$ cat src/inc/wrc_pkg.sv
// constants and types for the wake, reset and protection controller
`default_nettype none
package wrc_pkg;
  // register byte addresses
  localparam logic [5:0] A_SLE0 = 6'h00;
  localparam logic [5:0] A_SLE1 = 6'h04;
  localparam logic [5:0] A_BODC = 6'h08;
  localparam logic [5:0] A_SPC  = 6'h0C;
  localparam logic [5:0] A_WDM  = 6'h10;
  localparam logic [5:0] A_DPD  = 6'h14;
  localparam logic [5:0] A_PFE  = 6'h18;
  localparam logic [5:0] A_WKC  = 6'h1C;
  localparam logic [5:0] A_WKN  = 6'h20;
  localparam logic [5:0] A_PMC  = 6'h24;
  localparam logic [5:0] A_CLK  = 6'h28;
  localparam logic [5:0] A_STAT = 6'h2C;
  // start_logic_enable_one bits
  localparam int S1_BOD = 0;
  localparam int S1_WDT = 1;
  localparam int S1_WKT = 2;
  localparam int S1_SPI = 3;
  localparam int S1_TCH = 4;
  localparam int S1_W   = 5;
  // brownout_control fields
  localparam int BC_LVL = 0;
  localparam int BC_RST = 2;
  localparam int BC_INT = 3;
  // sleep_power_config, watchdog_mode_bits fields
  localparam int SP_BOD = 0;
  localparam int SP_WDO = 1;
  localparam int WM_EN  = 0;
  localparam int WM_INT = 1;
  localparam int WM_RST = 2;
  // deep_powerdown_control fields
  localparam int DC_WAKE = 0;
  localparam int DC_RST  = 1;
  localparam int DC_LPO  = 2;
  localparam int DC_LPD  = 3;
  // pin_function_enable, timer control, clock control fields
  localparam int PF_RST = 0;
  localparam int WK_LPC = 0;
  localparam int WK_TWD = 1;
  localparam int CK_EN  = 0;
  localparam int CK_SEL = 1;
  // reset values
  localparam logic [3:0] BODC_RST = 4'h0;
  localparam logic [3:0] PFE_RST  = 4'h1;
  localparam logic [31:0] BOOT_VEC = 32'h0000_0000;
  // power modes and reset states
  typedef enum logic [2:0] {MD_RUN, MD_SLEEP, MD_DSLEEP, MD_PDOWN, MD_DPD} wrc_mode_type;
  typedef enum logic {RS_HOLD, RS_RUN} wrc_rst_type;
  // protection levels
  localparam logic [1:0] PL_NONE = 2'h0;
  localparam logic [1:0] PL_ONE  = 2'h1;
  localparam logic [1:0] PL_TWO  = 2'h2;
  localparam logic [1:0] PL_THR  = 2'h3;
  // timing
  localparam int CLK_NS       = 25;
  localparam int RST_PULSE_NS = 50;
  localparam int RST_PIN_CYC  = (RST_PULSE_NS + CLK_NS - 1) / CLK_NS;
  localparam int RST_HOLD_CYC = 8;
endpackage
`default_nettype wire

$ cat src/logic/wrc_top.sv
// wake-up, chip reset and code protection controller
//
// How it works
// (RULE_01) pin irq wakes deep modes if doubly enabled
// (RULE_02) peripheral irqs need controller and enable one
// (RULE_03) brownout wake needs irq enable, powered
// (RULE_04) brownout reset needs reset enable, powered
// (RULE_05) watchdog wake needs enable, feed, mode, oscillator
// (RULE_06) wake timer starts on count write
// (RULE_07) host clocks slave peripheral for wake
// (RULE_08) touch wake needs watchdog clock, irq
// (RULE_09) wake pin ends deep powerdown if enabled
// (RULE_10) reset pin wakes deep powerdown if enabled
// (RULE_11) timer wakes powerdown with oscillator kept
// (RULE_12) reset pin wakes sleeps if function enabled
// (RULE_13) boot on internal oscillator, others when stable
// (RULE_14) four sources reset chip, start oscillator
// (RULE_15) reset pin low 50 ns resets
// (RULE_16) fetch from address zero after reset
// (RULE_17) brownout raises irq, visible in status
// (RULE_18) four selectable brownout reset levels
// (RULE_19) protection levels restrict debug and programming
// (RULE_20) application programming always allowed
// (RULE_21) reset pin picks scan or debug
// (RULE_22) tester holds reset then drives low
// (RULE_23) enabled sources ORed into one wake
`timescale 1ns/100ps
`default_nettype none
module wrc_top #(
  parameter int NPIN  = 8,   // pin interrupt lines
  parameter int WKT_W = 32   // wake timer width
) (
  input  wire logic             core_clk,
  input  wire logic             reset,
  // register port
  input  wire logic [5:0]       reg_addr,
  input  wire logic [31:0]      reg_wdata,
  input  wire logic             reg_wr,
  input  wire logic             reg_rd,
  output logic [31:0]           reg_rdata,
  // pins and analog detectors
  input  wire logic             reset_pin_n,
  input  wire logic             wakeup_pin_n,
  input  wire logic             por_n,
  input  wire logic [3:0]       bod_below,
  // interrupt sources and controller enables
  input  wire logic [NPIN-1:0]  pin_irq,
  input  wire logic [NPIN-1:0]  pin_irq_ie,
  input  wire logic [4:0]       per_irq_ie,
  input  wire logic             other_irq,
  input  wire logic             wdt_irq,
  input  wire logic             wdt_rst,
  input  wire logic             wdt_fed,
  input  wire logic             spi_irq,
  input  wire logic             touch_irq,
  // clock source status, protection pattern
  input  wire logic             ext_clk_stable,
  input  wire logic [1:0]       prot_pattern,
  // results
  output logic                  wake_req,
  output logic [2:0]            power_mode,
  output logic                  chip_reset,
  output logic                  osc_start,
  output logic                  flash_init,
  output logic [31:0]           boot_addr,
  output logic                  bod_irq,
  output logic                  ext_clk_en,
  output logic                  ext_clk_sel,
  output logic                  bscan_sel,
  output logic                  dbg_en,
  output logic                  isp_en,
  output logic                  isp_sector0_ok,
  output logic                  isp_full_only,
  output logic                  iap_en
);

  // ----------------------------------------
  // state declarations
  // ----------------------------------------
  logic [NPIN-1:0]      sle0_q, sle0_d;     // pin wake enables
  logic [wrc_pkg::S1_W-1:0] sle1_q, sle1_d; // peripheral wake enables
  logic [3:0]           bodc_q, bodc_d;     // brownout control
  logic [1:0]           spc_q, spc_d;       // sleep power config
  logic [2:0]           wdm_q, wdm_d;       // watchdog mode bits
  logic [3:0]           dpd_q, dpd_d;       // deep powerdown control
  logic [3:0]           pfe_q, pfe_d;       // pin function enable
  logic [1:0]           wkc_q, wkc_d;       // timer / touch clock select
  logic [1:0]           clk_q, clk_d;       // clock source control
  logic [WKT_W-1:0]     wkn_q, wkn_d;       // wake timer count
  logic                 wkr_q, wkr_d;       // wake timer running
  logic                 wkt_to;             // timer time-out this cycle
  wrc_pkg::wrc_mode_type md_q, md_d;        // power mode
  wrc_pkg::wrc_rst_type  rs_q, rs_d;        // chip reset state
  logic [3:0]           hold_q, hold_d;     // reset hold count
  logic [2:0]           rpl_q, rpl_d;       // reset pin low count
  logic [1:0]           prot_q, prot_d;     // latched protection level
  logic                 strt_q, strt_d;     // oscillator / flash pulse
  logic [31:0]          rd_q, rd_d;         // read data
  logic                 wake_q, wake_d;     // registered wake
  logic                 bsc_q, dbg_q;       // scan select, debug enable
  logic                 bod_low;            // supply below chosen level
  logic                 deep;               // deep-sleep or power-down
  logic                 light;              // run or sleep
  logic                 pin_rst, bod_rst, wd_rst, any_rst;
  logic                 wake;               // combined wake request
  logic [wrc_pkg::S1_W-1:0] per_src;        // qualified peripheral irqs
  logic                 soft_rst;           // register reset

  assign soft_rst = reset | (rs_q == wrc_pkg::RS_HOLD);
  assign light    = (md_q == wrc_pkg::MD_RUN) | (md_q == wrc_pkg::MD_SLEEP);
  assign deep     = (md_q == wrc_pkg::MD_DSLEEP) | (md_q == wrc_pkg::MD_PDOWN);

  // ----------------------------------------
  // brownout detector
  // ----------------------------------------
  // (RULE_18) level select
  assign bod_low = bod_below[bodc_q[wrc_pkg::BC_LVL +: 2]];

  // ----------------------------------------
  // reset sources
  // ----------------------------------------
  always_comb
  begin
    // pin counted low for the least pulse width
    rpl_d = reset_pin_n ? 3'h0 : ((rpl_q == 3'h7) ? rpl_q : rpl_q + 3'h1);
    // (RULE_15) pulse width check
    pin_rst = !reset_pin_n && (rpl_q >= 3'(wrc_pkg::RST_PIN_CYC - 1));
    // (RULE_10) gated in deep powerdown
    if (md_q == wrc_pkg::MD_DPD)
      pin_rst = pin_rst & dpd_q[wrc_pkg::DC_RST];
    // (RULE_12) gated by pin function
    else
      pin_rst = pin_rst & pfe_q[wrc_pkg::PF_RST];
    // (RULE_04) brownout reset qualify
    bod_rst = bod_low & bodc_q[wrc_pkg::BC_RST] & (light | (deep & spc_q[wrc_pkg::SP_BOD]));
    // (RULE_05) watchdog reset qualify
    wd_rst  = wdt_rst & wdm_q[wrc_pkg::WM_EN] & wdm_q[wrc_pkg::WM_RST]
              & (light | (deep & spc_q[wrc_pkg::SP_WDO]));
    // (RULE_14) four reset sources
    any_rst = pin_rst | bod_rst | wd_rst | !por_n;
  end

  // ----------------------------------------
  // chip reset sequencer
  // ----------------------------------------
  always_comb
  begin
    rs_d   = rs_q;
    hold_d = hold_q;
    strt_d = 1'b0;
    prot_d = prot_q;
    case (rs_q)
      wrc_pkg::RS_RUN:
        begin
          // (RULE_14) start oscillator and flash
          if (any_rst)
          begin
            rs_d   = wrc_pkg::RS_HOLD;
            hold_d = 4'h0;
            strt_d = 1'b1;
          end
        end
      wrc_pkg::RS_HOLD:
        begin
          // hold restarts while any source persists
          if (any_rst)
            hold_d = 4'h0;
          else if (hold_q == 4'(wrc_pkg::RST_HOLD_CYC - 1))
          begin
            rs_d   = wrc_pkg::RS_RUN;
            prot_d = prot_pattern;  // latch pattern at release
          end
          else
            hold_d = hold_q + 4'h1;
        end
      default:
        rs_d = wrc_pkg::RS_HOLD;
    endcase
  end

  // reset sequencer registers
  always_ff @(posedge core_clk)
  begin
    if (reset)
    begin
      rs_q   <= wrc_pkg::RS_HOLD;
      hold_q <= 4'h0;
      strt_q <= 1'b1;
      rpl_q  <= 3'h0;
      prot_q <= wrc_pkg::PL_THR;  // locked until first release
    end
    else
    begin
      rs_q   <= rs_d;
      hold_q <= hold_d;
      strt_q <= strt_d;
      rpl_q  <= rpl_d;
      prot_q <= prot_d;
    end
  end

  // ----------------------------------------
  // wake sources
  // ----------------------------------------
  always_comb
  begin
    // (RULE_03) brownout irq qualify
    per_src[wrc_pkg::S1_BOD] = bod_low & bodc_q[wrc_pkg::BC_INT] & spc_q[wrc_pkg::SP_BOD];
    // (RULE_05) watchdog irq qualify
    per_src[wrc_pkg::S1_WDT] = wdt_irq & wdm_q[wrc_pkg::WM_EN] & wdt_fed & wdm_q[wrc_pkg::WM_INT]
                               & spc_q[wrc_pkg::SP_WDO];
    per_src[wrc_pkg::S1_WKT] = wkt_to;
    // (RULE_07) host supplies slave clock
    per_src[wrc_pkg::S1_SPI] = spi_irq;
    // (RULE_08) touch on watchdog clock
    per_src[wrc_pkg::S1_TCH] = touch_irq & wkc_q[wrc_pkg::WK_TWD];
    wake = 1'b0;
    // (RULE_23) OR of enabled sources
    case (md_q)
      wrc_pkg::MD_SLEEP:
        wake = |(pin_irq & pin_irq_ie) | |({touch_irq, spi_irq, wkt_to, wdt_irq, bod_low} & per_irq_ie)
               | other_irq;
      wrc_pkg::MD_DSLEEP, wrc_pkg::MD_PDOWN:
        // (RULE_01) (RULE_02) double enable
        wake = |(pin_irq & pin_irq_ie & sle0_q) | |(per_src & per_irq_ie & sle1_q);
      wrc_pkg::MD_DPD:
        // (RULE_09) (RULE_11) deep powerdown sources
        wake = (!wakeup_pin_n & dpd_q[wrc_pkg::DC_WAKE])
               | (wkt_to & dpd_q[wrc_pkg::DC_LPO] & dpd_q[wrc_pkg::DC_LPD]);
      default:
        wake = 1'b0;
    endcase
  end

  // ----------------------------------------
  // register file, mode and wake timer
  // ----------------------------------------
  always_comb
  begin
    sle0_d = sle0_q;
    sle1_d = sle1_q;
    bodc_d = bodc_q;
    spc_d  = spc_q;
    wdm_d  = wdm_q;
    dpd_d  = dpd_q;
    pfe_d  = pfe_q;
    wkc_d  = wkc_q;
    clk_d  = clk_q;
    md_d   = md_q;
    wkn_d  = wkn_q;
    wkr_d  = wkr_q;
    wkt_to = 1'b0;
    rd_d   = 32'h0000_0000;
    // timer counts down while running
    if (wkr_q)
    begin
      // (RULE_11) stops in deep powerdown unless kept
      if ((md_q == wrc_pkg::MD_DPD) && !dpd_q[wrc_pkg::DC_LPD])
        wkr_d = 1'b0;
      else if (wkn_q <= WKT_W'(1))
      begin
        wkt_to = 1'b1;
        wkr_d  = 1'b0;
        wkn_d  = '0;
      end
      else
        wkn_d = wkn_q - WKT_W'(1);
    end
    // mode returns to run on wake
    if (wake)
      md_d = wrc_pkg::MD_RUN;
    // writes
    if (reg_wr)
    begin
      case (reg_addr)
        wrc_pkg::A_SLE0: sle0_d = reg_wdata[NPIN-1:0];
        wrc_pkg::A_SLE1: sle1_d = reg_wdata[wrc_pkg::S1_W-1:0];
        wrc_pkg::A_BODC: bodc_d = reg_wdata[3:0];
        wrc_pkg::A_SPC:  spc_d  = reg_wdata[1:0];
        wrc_pkg::A_WDM:  wdm_d  = reg_wdata[2:0];
        wrc_pkg::A_DPD:  dpd_d  = reg_wdata[3:0];
        wrc_pkg::A_PFE:  pfe_d  = reg_wdata[3:0];
        wrc_pkg::A_WKC:  wkc_d  = reg_wdata[1:0];
        wrc_pkg::A_CLK:  clk_d  = reg_wdata[1:0];
        wrc_pkg::A_WKN:
          // (RULE_06) start on count write
          if (dpd_q[wrc_pkg::DC_LPO] && wkc_q[wrc_pkg::WK_LPC])
          begin
            wkn_d = reg_wdata[WKT_W-1:0];
            wkr_d = 1'b1;
          end
        wrc_pkg::A_PMC:
          // mode entry; a pending wake wins
          if (!wake && (reg_wdata[2:0] <= 3'(wrc_pkg::MD_DPD)))
            md_d = wrc_pkg::wrc_mode_type'(reg_wdata[2:0]);
        default: ;
      endcase
    end
    // reads, data in the next cycle
    if (reg_rd)
    begin
      case (reg_addr)
        wrc_pkg::A_SLE0: rd_d[NPIN-1:0] = sle0_q;
        wrc_pkg::A_SLE1: rd_d[wrc_pkg::S1_W-1:0] = sle1_q;
        wrc_pkg::A_BODC: rd_d[3:0] = bodc_q;
        wrc_pkg::A_SPC:  rd_d[1:0] = spc_q;
        wrc_pkg::A_WDM:  rd_d[2:0] = wdm_q;
        wrc_pkg::A_DPD:  rd_d[3:0] = dpd_q;
        wrc_pkg::A_PFE:  rd_d[3:0] = pfe_q;
        wrc_pkg::A_WKC:  rd_d[1:0] = wkc_q;
        wrc_pkg::A_CLK:  rd_d[1:0] = clk_q;
        wrc_pkg::A_WKN:  rd_d[WKT_W-1:0] = wkn_q;
        wrc_pkg::A_PMC:  rd_d[2:0] = md_q;
        // (RULE_17) brownout status
        wrc_pkg::A_STAT: rd_d[6:0] = {bsc_q, prot_q, ext_clk_stable, wkr_q, wake_q, bod_low};
        default:         rd_d = 32'h0000_0000;
      endcase
    end
    wake_d = wake;
  end

  // register file registers
  always_ff @(posedge core_clk)
  begin
    if (soft_rst)
    begin
      sle0_d_reset();
    end
    else
    begin
      sle0_q <= sle0_d;
      sle1_q <= sle1_d;
      bodc_q <= bodc_d;
      spc_q  <= spc_d;
      wdm_q  <= wdm_d;
      dpd_q  <= dpd_d;
      pfe_q  <= pfe_d;
      wkc_q  <= wkc_d;
      clk_q  <= clk_d;
      md_q   <= md_d;
      wkn_q  <= wkn_d;
      wkr_q  <= wkr_d;
      rd_q   <= rd_d;
      wake_q <= wake_d;
    end
  end

  // default values of the register group
  task automatic sle0_d_reset();
    sle0_q <= '0;
    sle1_q <= '0;
    bodc_q <= wrc_pkg::BODC_RST;
    spc_q  <= 2'h0;
    wdm_q  <= 3'h0;
    dpd_q  <= 4'h0;
    pfe_q  <= wrc_pkg::PFE_RST;
    wkc_q  <= 2'h0;
    clk_q  <= 2'h0;
    md_q   <= wrc_pkg::MD_RUN;
    wkn_q  <= '0;
    wkr_q  <= 1'b0;
    rd_q   <= 32'h0000_0000;
    wake_q <= 1'b0;
  endtask

  // ----------------------------------------
  // debug and protection outputs
  // ----------------------------------------
  always_ff @(posedge core_clk)
  begin
    if (reset)
    begin
      bsc_q <= 1'b0;
      dbg_q <= 1'b0;
    end
    else
    begin
      // (RULE_21) low selects scan; (RULE_22) tester drives it
      bsc_q <= !reset_pin_n;
      // (RULE_21) (RULE_19) debug off in reset, protected
      dbg_q <= reset_pin_n && (rs_d == wrc_pkg::RS_RUN) && (prot_d == wrc_pkg::PL_NONE);
    end
  end

  assign reg_rdata  = rd_q;
  assign wake_req   = wake_q;
  assign power_mode = md_q;
  assign chip_reset = (rs_q == wrc_pkg::RS_HOLD);
  assign osc_start  = strt_q;
  assign flash_init = strt_q;
  // (RULE_16) vector zero
  assign boot_addr  = wrc_pkg::BOOT_VEC;
  // (RULE_17) raw detector to controller
  assign bod_irq    = bod_low;
  // (RULE_13) oscillator default, switch only when stable
  assign ext_clk_en  = clk_q[wrc_pkg::CK_EN];
  assign ext_clk_sel = clk_q[wrc_pkg::CK_EN] & clk_q[wrc_pkg::CK_SEL] & ext_clk_stable;
  assign bscan_sel  = bsc_q;
  assign dbg_en     = dbg_q;
  // (RULE_19) programming by level
  assign isp_en         = (prot_q != wrc_pkg::PL_THR);
  assign isp_sector0_ok = (prot_q == wrc_pkg::PL_NONE);
  assign isp_full_only  = (prot_q == wrc_pkg::PL_TWO);
  // (RULE_20) always usable
  assign iap_en     = 1'b1;
endmodule
`default_nettype wire

$ cat config.mk
export PLATFORM = sky130hd
export DESIGN_NAME = wrc_top
export DESIGN_NICKNAME = d
export VERILOG_FILES = /design/src/inc/wrc_pkg.sv /design/src/logic/wrc_top.sv
export SDC_FILE = /design/constraint.sdc
export NUM_CORES = 1
export LEC_CHECK = 0
export BUFFER_PORTS_ARGS = -buffer_cell sky130_fd_sc_hd__buf_4
export CELL_PAD_IN_SITES_DETAIL_PLACEMENT = 1
export CELL_PAD_IN_SITES_GLOBAL_PLACEMENT = 1
export CORE_AREA = 2 2 108 151
export CTS_CLUSTER_DIAMETER = 100
export DETAILED_ROUTE_END_ITERATION = 8
export DIE_AREA = 0 0 110 153
export PLACE_DENSITY = 0.88
export SYNTH_ARGS = -nofsm -noshare
export SYNTH_HDL_FRONTEND = slang
export SYNTH_SLANG_ARGS = --single-unit
$ cat constraint.sdc
create_clock -name core_clk -period 3 [get_ports core_clk]
set_input_delay 0.75 -clock core_clk [delete_from_list [all_inputs] [get_ports core_clk]]
set_output_delay 0.75 -clock core_clk [all_outputs]
set_load 0.005 [all_outputs]
==> impl_metrics.yaml, run 1 <==
route:
  postRouteAntennaNets: 0
  drc: 0
  wire_per_inst_um: 18.84
  num_vias: 5793
  drt_iter0_drc: 242
  routed_via_density: 5.635
  wirelength_um: 19370
  drt_pre_antenna_iters: 5
sta:
  fin_crit_ns: 2.613
  relSlewSlack_pct: 47.86
  finalHoldViolations: 0
  setup_viol: 0
  fin_tns_setup_ns: 0
  clock.fmax_ghz: 0.3827
  tightest_slew_ns: 0.7820
  worst_slack_ns: 0.3867
  fin_crit_sh_pct: 87.11
  rsz0062_at_grt: "no"
  fin_skew_ns: 0.009888
  maxSlewViolCount: 0
setup_path:
  path_class: "register to register"
  crit_fanout: 19
  worstPathArrival_ns: 2.87
  crit_path_start: "wkn_q[24]"
  reg2reg_slack_ns: 0.39
  endpoint_kind: "register"
  endpoint: "wkn_q[9]"
  rr_worst_depth: 5
  worstReg2RegEnd: "wkn_q[9]"
  critPathRequiredTime_ns: 3.26
  start_kind: "register"
  reg2reg_from: "wkn_q[24]"
worst_hold_path:
  hold_class: "register to register"
  holdPathStages: 2
global_route:
  grt_pass1_vias: 5817
  antenna_found_initial: 0
  overflow: 0
  grt_pass1_wl_um: 30270
  grt_max_degree: 38
  gr-usage-all-layers_pct: 23.20
placement:
  dpl.hpwl_um: 14060
  placed_cell_area_mm2: 0.006975
  port_buffers: 125
  placedCellCount: 996
  globalplace.congestion: 0.9295
  place_worst_setup_slack_ns: 0.1280
die:
  io_pins: 159
  initial_core_util_pct: 38.30
  fp.dieW_um: 110
  die-area_mm2: 0.01683
  die_h_um: 153
  coreArea_mm2: 0.01547
  fp-row-count: 54
cells_and_area:
  mostFrequentLayoutCells: "144 x buf_4, 116 x dfxtp_1, 59 x nand2_1"
  fin_nets: 904
  drive_gt1_share_pct: 24.28
  instances_no_fill: 1028
  layout_commonest_cell: "buf_4"
  area_delta_synth_final_pct: 28.31
  antennaDiodeCount: 0
  fillerInstances: 1850
  design_area_mm2: 0.007604
clock_tree:
  cts-root-buf: "clkbuf_16"
  cts_setup_buffers: 0
  tritoncts: "yes"
  cts_hold_buf: 0
  clk_pin_slew_ns: 0.06
  cts_buffers: 17
  cts.sinks: 116
  htreeDepth: 4
  clock_path_buffers: 2
  clkLatencyLatePin_ns: 0.42
  cts.repair.resized: 0
status:
  status: "finished, final reports clean"
power:
  p_per_area_mw_per_mm2: 513.8
  power.leakage_nw: 3.022
  vdd_drop_max_mv: 0.3179
  power.total_mw: 3.907
synthesis:
  syn_inst: 694
  avgSynthCellArea_um2: 8.538
  ys_types: 72
  ys_ff_latch: 116
  synth-seq-area-share_pct: 39.19
  syn_area_mm2: 0.005926
  async_flop_share_pct: 0
  yosysWarnings: 0
  synth_ff_type: "dfxtp_1"
  synth_edf_count: 0
flow_run:
  drv_cap: 0
==> final cells by class <==
cell class / instances / area [um2] / area share, %
Multi-Input combinational cell: 531 / 3293 / 43.31
Timing Repair Buffer: 144 / 1081 / 14.22
Tap cell: 196 / 245.2 / 3.225
Sequential cell: 116 / 2322 / 30.54
Clock buffer: 23 / 478.0 / 6.286
Inverter: 9 / 33.78 / 0.4443
Clock inverter: 9 / 150.1 / 1.975
==> where the power goes <==
part	total, mW	internal, mW	leakage [nW]	switching [mW]
combinational	0.198	0.0952	1.78	0.102
sequential	1.55	1.55	0.935	0.00428
clock	2.16	1.45	0.303	0.709
total	3.91	3.09	3.02	0.815
==> how the worst min path moves through the flow <==
stage / startpoint / end / slack, ns
final: pfe_q[2] / pfe_q[2] / 0.49
after global placement: pfe_q[2] / pfe_q[2] / 0.47
after floorplan: sle0_q[3] / sle0_q[3] / 0.45
after CTS: pfe_q[2] / pfe_q[2] / 0.48
after detailed placement: pfe_q[2] / pfe_q[2] / 0.47
after global routing: pfe_q[1] / pfe_q[1] / 0.52
==> critical path, cell delays in order, from the launching register on <==
cell     delay [ns]
dfxtp_1        0.39
or3_1          0.54
nor4_4         0.41
nand3_1        0.22
o21ai_2        0.68
o21ai_0        0.21
==> registers in the layout, indices dropped and copies added (netlist names), 2 cells and up <==
signal      flops
rpl_q           3
wkc_q           2
sle0_q          8
reg_rdata      32
dpd_q           4
spc_q           2
prot_q          2
wkn_q          32
hold_q          4
sle1_q          5
pfe_q           4
wdm_q           3
power_mode      3
clk_q           2
bodc_q          4
==> cell usage after synthesis, types with 4 or more instances <==
library cell  count  share of area (%)
dfxtp_1         116                 39
nand2_1          59                3.7
nor2_1           58                3.7
o21ai_0          43                3.6
a21oi_1          35                3.0
buf_4            34                4.3
nand3_1          31                2.6
mux2i_1          30                5.1
clkbuf_1         27                1.7
and2_1           25                2.6
xnor2_1          19                2.8
nor4_1           18                1.9
nor3_1           16                1.4
nand4_1          14                1.5
a22oi_1          13                1.6
o21ai_1          11               0.93
and3_1            9               0.95
inv_1             9               0.57
a31oi_1           7               0.74
ha_1              6                1.3
o22ai_1           6               0.63
or3_1             6               0.63
or4_1             6               0.76
xor2_1            6               0.89
buf_2             4               0.34
nor4b_1           4               0.59
o21a_1            4               0.51
==> through the flow <==
step / util (%) / hold slack, ns
final: 49.14 / 0.4867
after CTS: 49.14 / 0.4804
after detailed placement: 45.08 / 0.4719
after global routing: 49.14 / 0.5181
after floorplan: - / 0.4489
after global placement: 45.08 / 0.4657
==> cells by family (layout without fill, tap and decap cells) <==
logic type / count (synthesis) / after routing / share of synthesized area (%)
and+or+nand+nor: 283 / 283 / 26.44
other: 2 / 33 / 0.1267
xor gates and xnor gates: 25 / 25 / 3.695
adders and majority gates: 6 / 6 / 1.267
AOI/OAI and AO/OA: 151 / 151 / 15.96
muxes: 33 / 33 / 6.018
buffers and inverters: 78 / 185 / 7.306
DFF: 116 / 116 / 39.19
==> routing by layer <==
| layer | vias up | share of wire (%) | global-route usage, % |
|---|---|---|---|
| met5 | - | 0 | 0 |
| met4 | 0 | 4.0 | 11.03 |
| met3 | 60 | 6.1 | 4.606 |
| met2 | 257 | 51 | 40.37 |
| met1 | 2770 | 38 | 26.51 |
| li1 | 2706 | - | - |
Power figures use the tool's default switching activity.
==> run 2, diff against run 1 <==
Settings changed: CORE_AREA 2 2 108 151 to 2 2 178 93, DIE_AREA 0 0 110 153 to 0 0 180 95.
==> run 2 against run 1 <==
- wire length up 14%
- non-clock buffer count grew 2
- clock power down 3%
- via count rose by 3.4%
- total power fell by 1.5%
- critical path depth did not move
- die area rose by 1.6%
==> impl_metrics.yaml, run 2 (synthesis gave the netlist of run 1 again) <==
status:
  status: "finished, final reports clean"
die:
  io_pins: 159
  initial_core_util_pct: 37.67
  coreArea_mm2: 0.01573
  die_h_um: 95
  fp-row-count: 33
  fp.dieW_um: 180
  die-area_mm2: 0.01710
clock_tree:
  cts.repair.resized: 0
  cts-root-buf: "clkbuf_16"
  cts_buffers: 17
  cts.sinks: 116
  cts_setup_buffers: 0
  cts_hold_buf: 0
  tritoncts: "yes"
  htreeDepth: 4
  clk_pin_slew_ns: 0.06
  clock_path_buffers: 2
  clkLatencyLatePin_ns: 0.42
route:
  num_vias: 5990
  postRouteAntennaNets: 0
  drc: 0
  wirelength_um: 22150
  wire_per_inst_um: 21.23
  drt_pre_antenna_iters: 5
  met3WireLength_um: 2121
  drt_iter0_drc: 551
  routed_via_density: 5.743
  highest_layer: "met4"
  drt-met1-wl_um: 10750
  wl_met2_um: 8989
setup_path:
  start_kind: "register"
  critPathMaxStageDelay_ns: 0.76
  reg2reg_from: "wkn_q[24]"
  cp_slowest_cell: "o21ai_2"
  worstPathArrival_ns: 3.02
  path_class: "register to register"
  cp_top_family: "simple AND/OR/NAND/NOR gates"
  path_buf_inv: 0
  crit_path_start: "wkn_q[24]"
  endpoint_kind: "register"
  critPathRequiredTime_ns: 3.25
  path_cells: "or3_1 -> nor4_4 -> nand3_1 -> o21ai_2 -> o21ai_0"
  crit_fanout: 19
sta:
  finalHoldViolations: 0
  setup_viol: 0
  fin_tns_setup_ns: 0
  fin_crit_ns: 2.768
  fin_crit_sh_pct: 92.26
  rsz0062_at_grt: "no"
  clock.fmax_ghz: 0.3613
  tightest_slew_ns: 0.8364
  fin_skew_ns: 0.01120
  worst_slack_ns: 0.2321
  relSlewSlack_pct: 43.36
  maxSlewViolCount: 0
placement:
  globalplace.congestion: 0.9274
  port_buffers: 125
  dpl.hpwl_um: 16090
  place_worst_setup_slack_ns: 0.1378
flow_run:
  drv_cap: 0
global_route:
  gr-usage-all-layers_pct: 25.80
  grt_pass1_wl_um: 33650
  grt_pass1_vias: 5748
  overflow: 0
  grt_max_degree: 36
  antenna_found_initial: 0
cells_and_area:
  area_delta_synth_final_pct: 28.38
  antennaDiodeCount: 0
  fillerInstances: 1841
  mostFrequentLayoutCells: "146 x buf_4, 116 x dfxtp_1, 59 x nand2_1"
  fin_nets: 906
  layout_commonest_cell: "buf_4"
  drive_gt1_share_pct: 24.73
worst_hold_path:
  hp-start: "sle0_q[3]"
  hold_class: "register to register"
power:
  power.leakage_nw: 3.007
  vdd_drop_max_mv: 0.3698
  p_per_area_mw_per_mm2: 505.9
-- run 2: changes by cell type in the layout (fill, tap and decap cells not counted) --
cell        change
clkbuf_8        -2
clkinvlp_4      +3
clkinv_4        +2
bufinv_16       -1
buf_4           +2
clkbuf_1        -3
-- run 2: metal layers --
metal	global-route usage [%]	up-vias
li1	-	2711
met1	37.16	2949
met5	0	-
met3	8.099	32
met4	6.843	0
met2	36.85	298
-- run 2: worst min-delay path, delay by kind of cell, from the launching register on --
kind,cells,cell delay [ns]
compound gates,1,0.06
flops,1,0.33
simple gates,1,0.06
-- run 2: worst paths after layout --
kind,slack [ns],depth (start not counted),endpoint
setup / recovery,0.23,5,wkn_q[6]
hold / removal,0.50,2,sle0_q[3]
hold reg to reg,0.50,2,sle0_q[3]
setup reg to reg,0.23,5,wkn_q[6]
-- run 2: layout make-up --
class	instances	area, um2	area share, %
Multi-Input combinational cell	531	3293	43.29
Clock buffer	18	439.2	5.773
Clock inverter	13	160.2	2.105
Sequential cell	116	2322	30.53
Inverter	9	33.78	0.4441
Timing Repair Buffer	146	1096	14.41
Tap cell	210	262.8	3.454
-- run 2: where the power goes --
group | total, mW | internal [mW] | switching [mW] | leakage (nW)
clock network | 2.09 | 1.32 | 0.775 | 0.280
logic | 0.206 | 0.0953 | 0.110 | 1.79
registers | 1.55 | 1.55 | 0.00459 | 0.935
-- run 2: through the flow --
stage	hold slack, ns	area (um2)	cells	total power, mW	utilization (%)
global placement	0.4759	7008	1012	1.779	44.55
CTS	0.5013	7607	1043	3.847	48.36
global route	0.5150	7607	1043	3.945	48.36
floorplan	0.4489	6042	725	1.685	-
detailed placement	0.4925	7008	1012	1.781	44.55
finish	0.4965	7607	1043	3.849	48.36
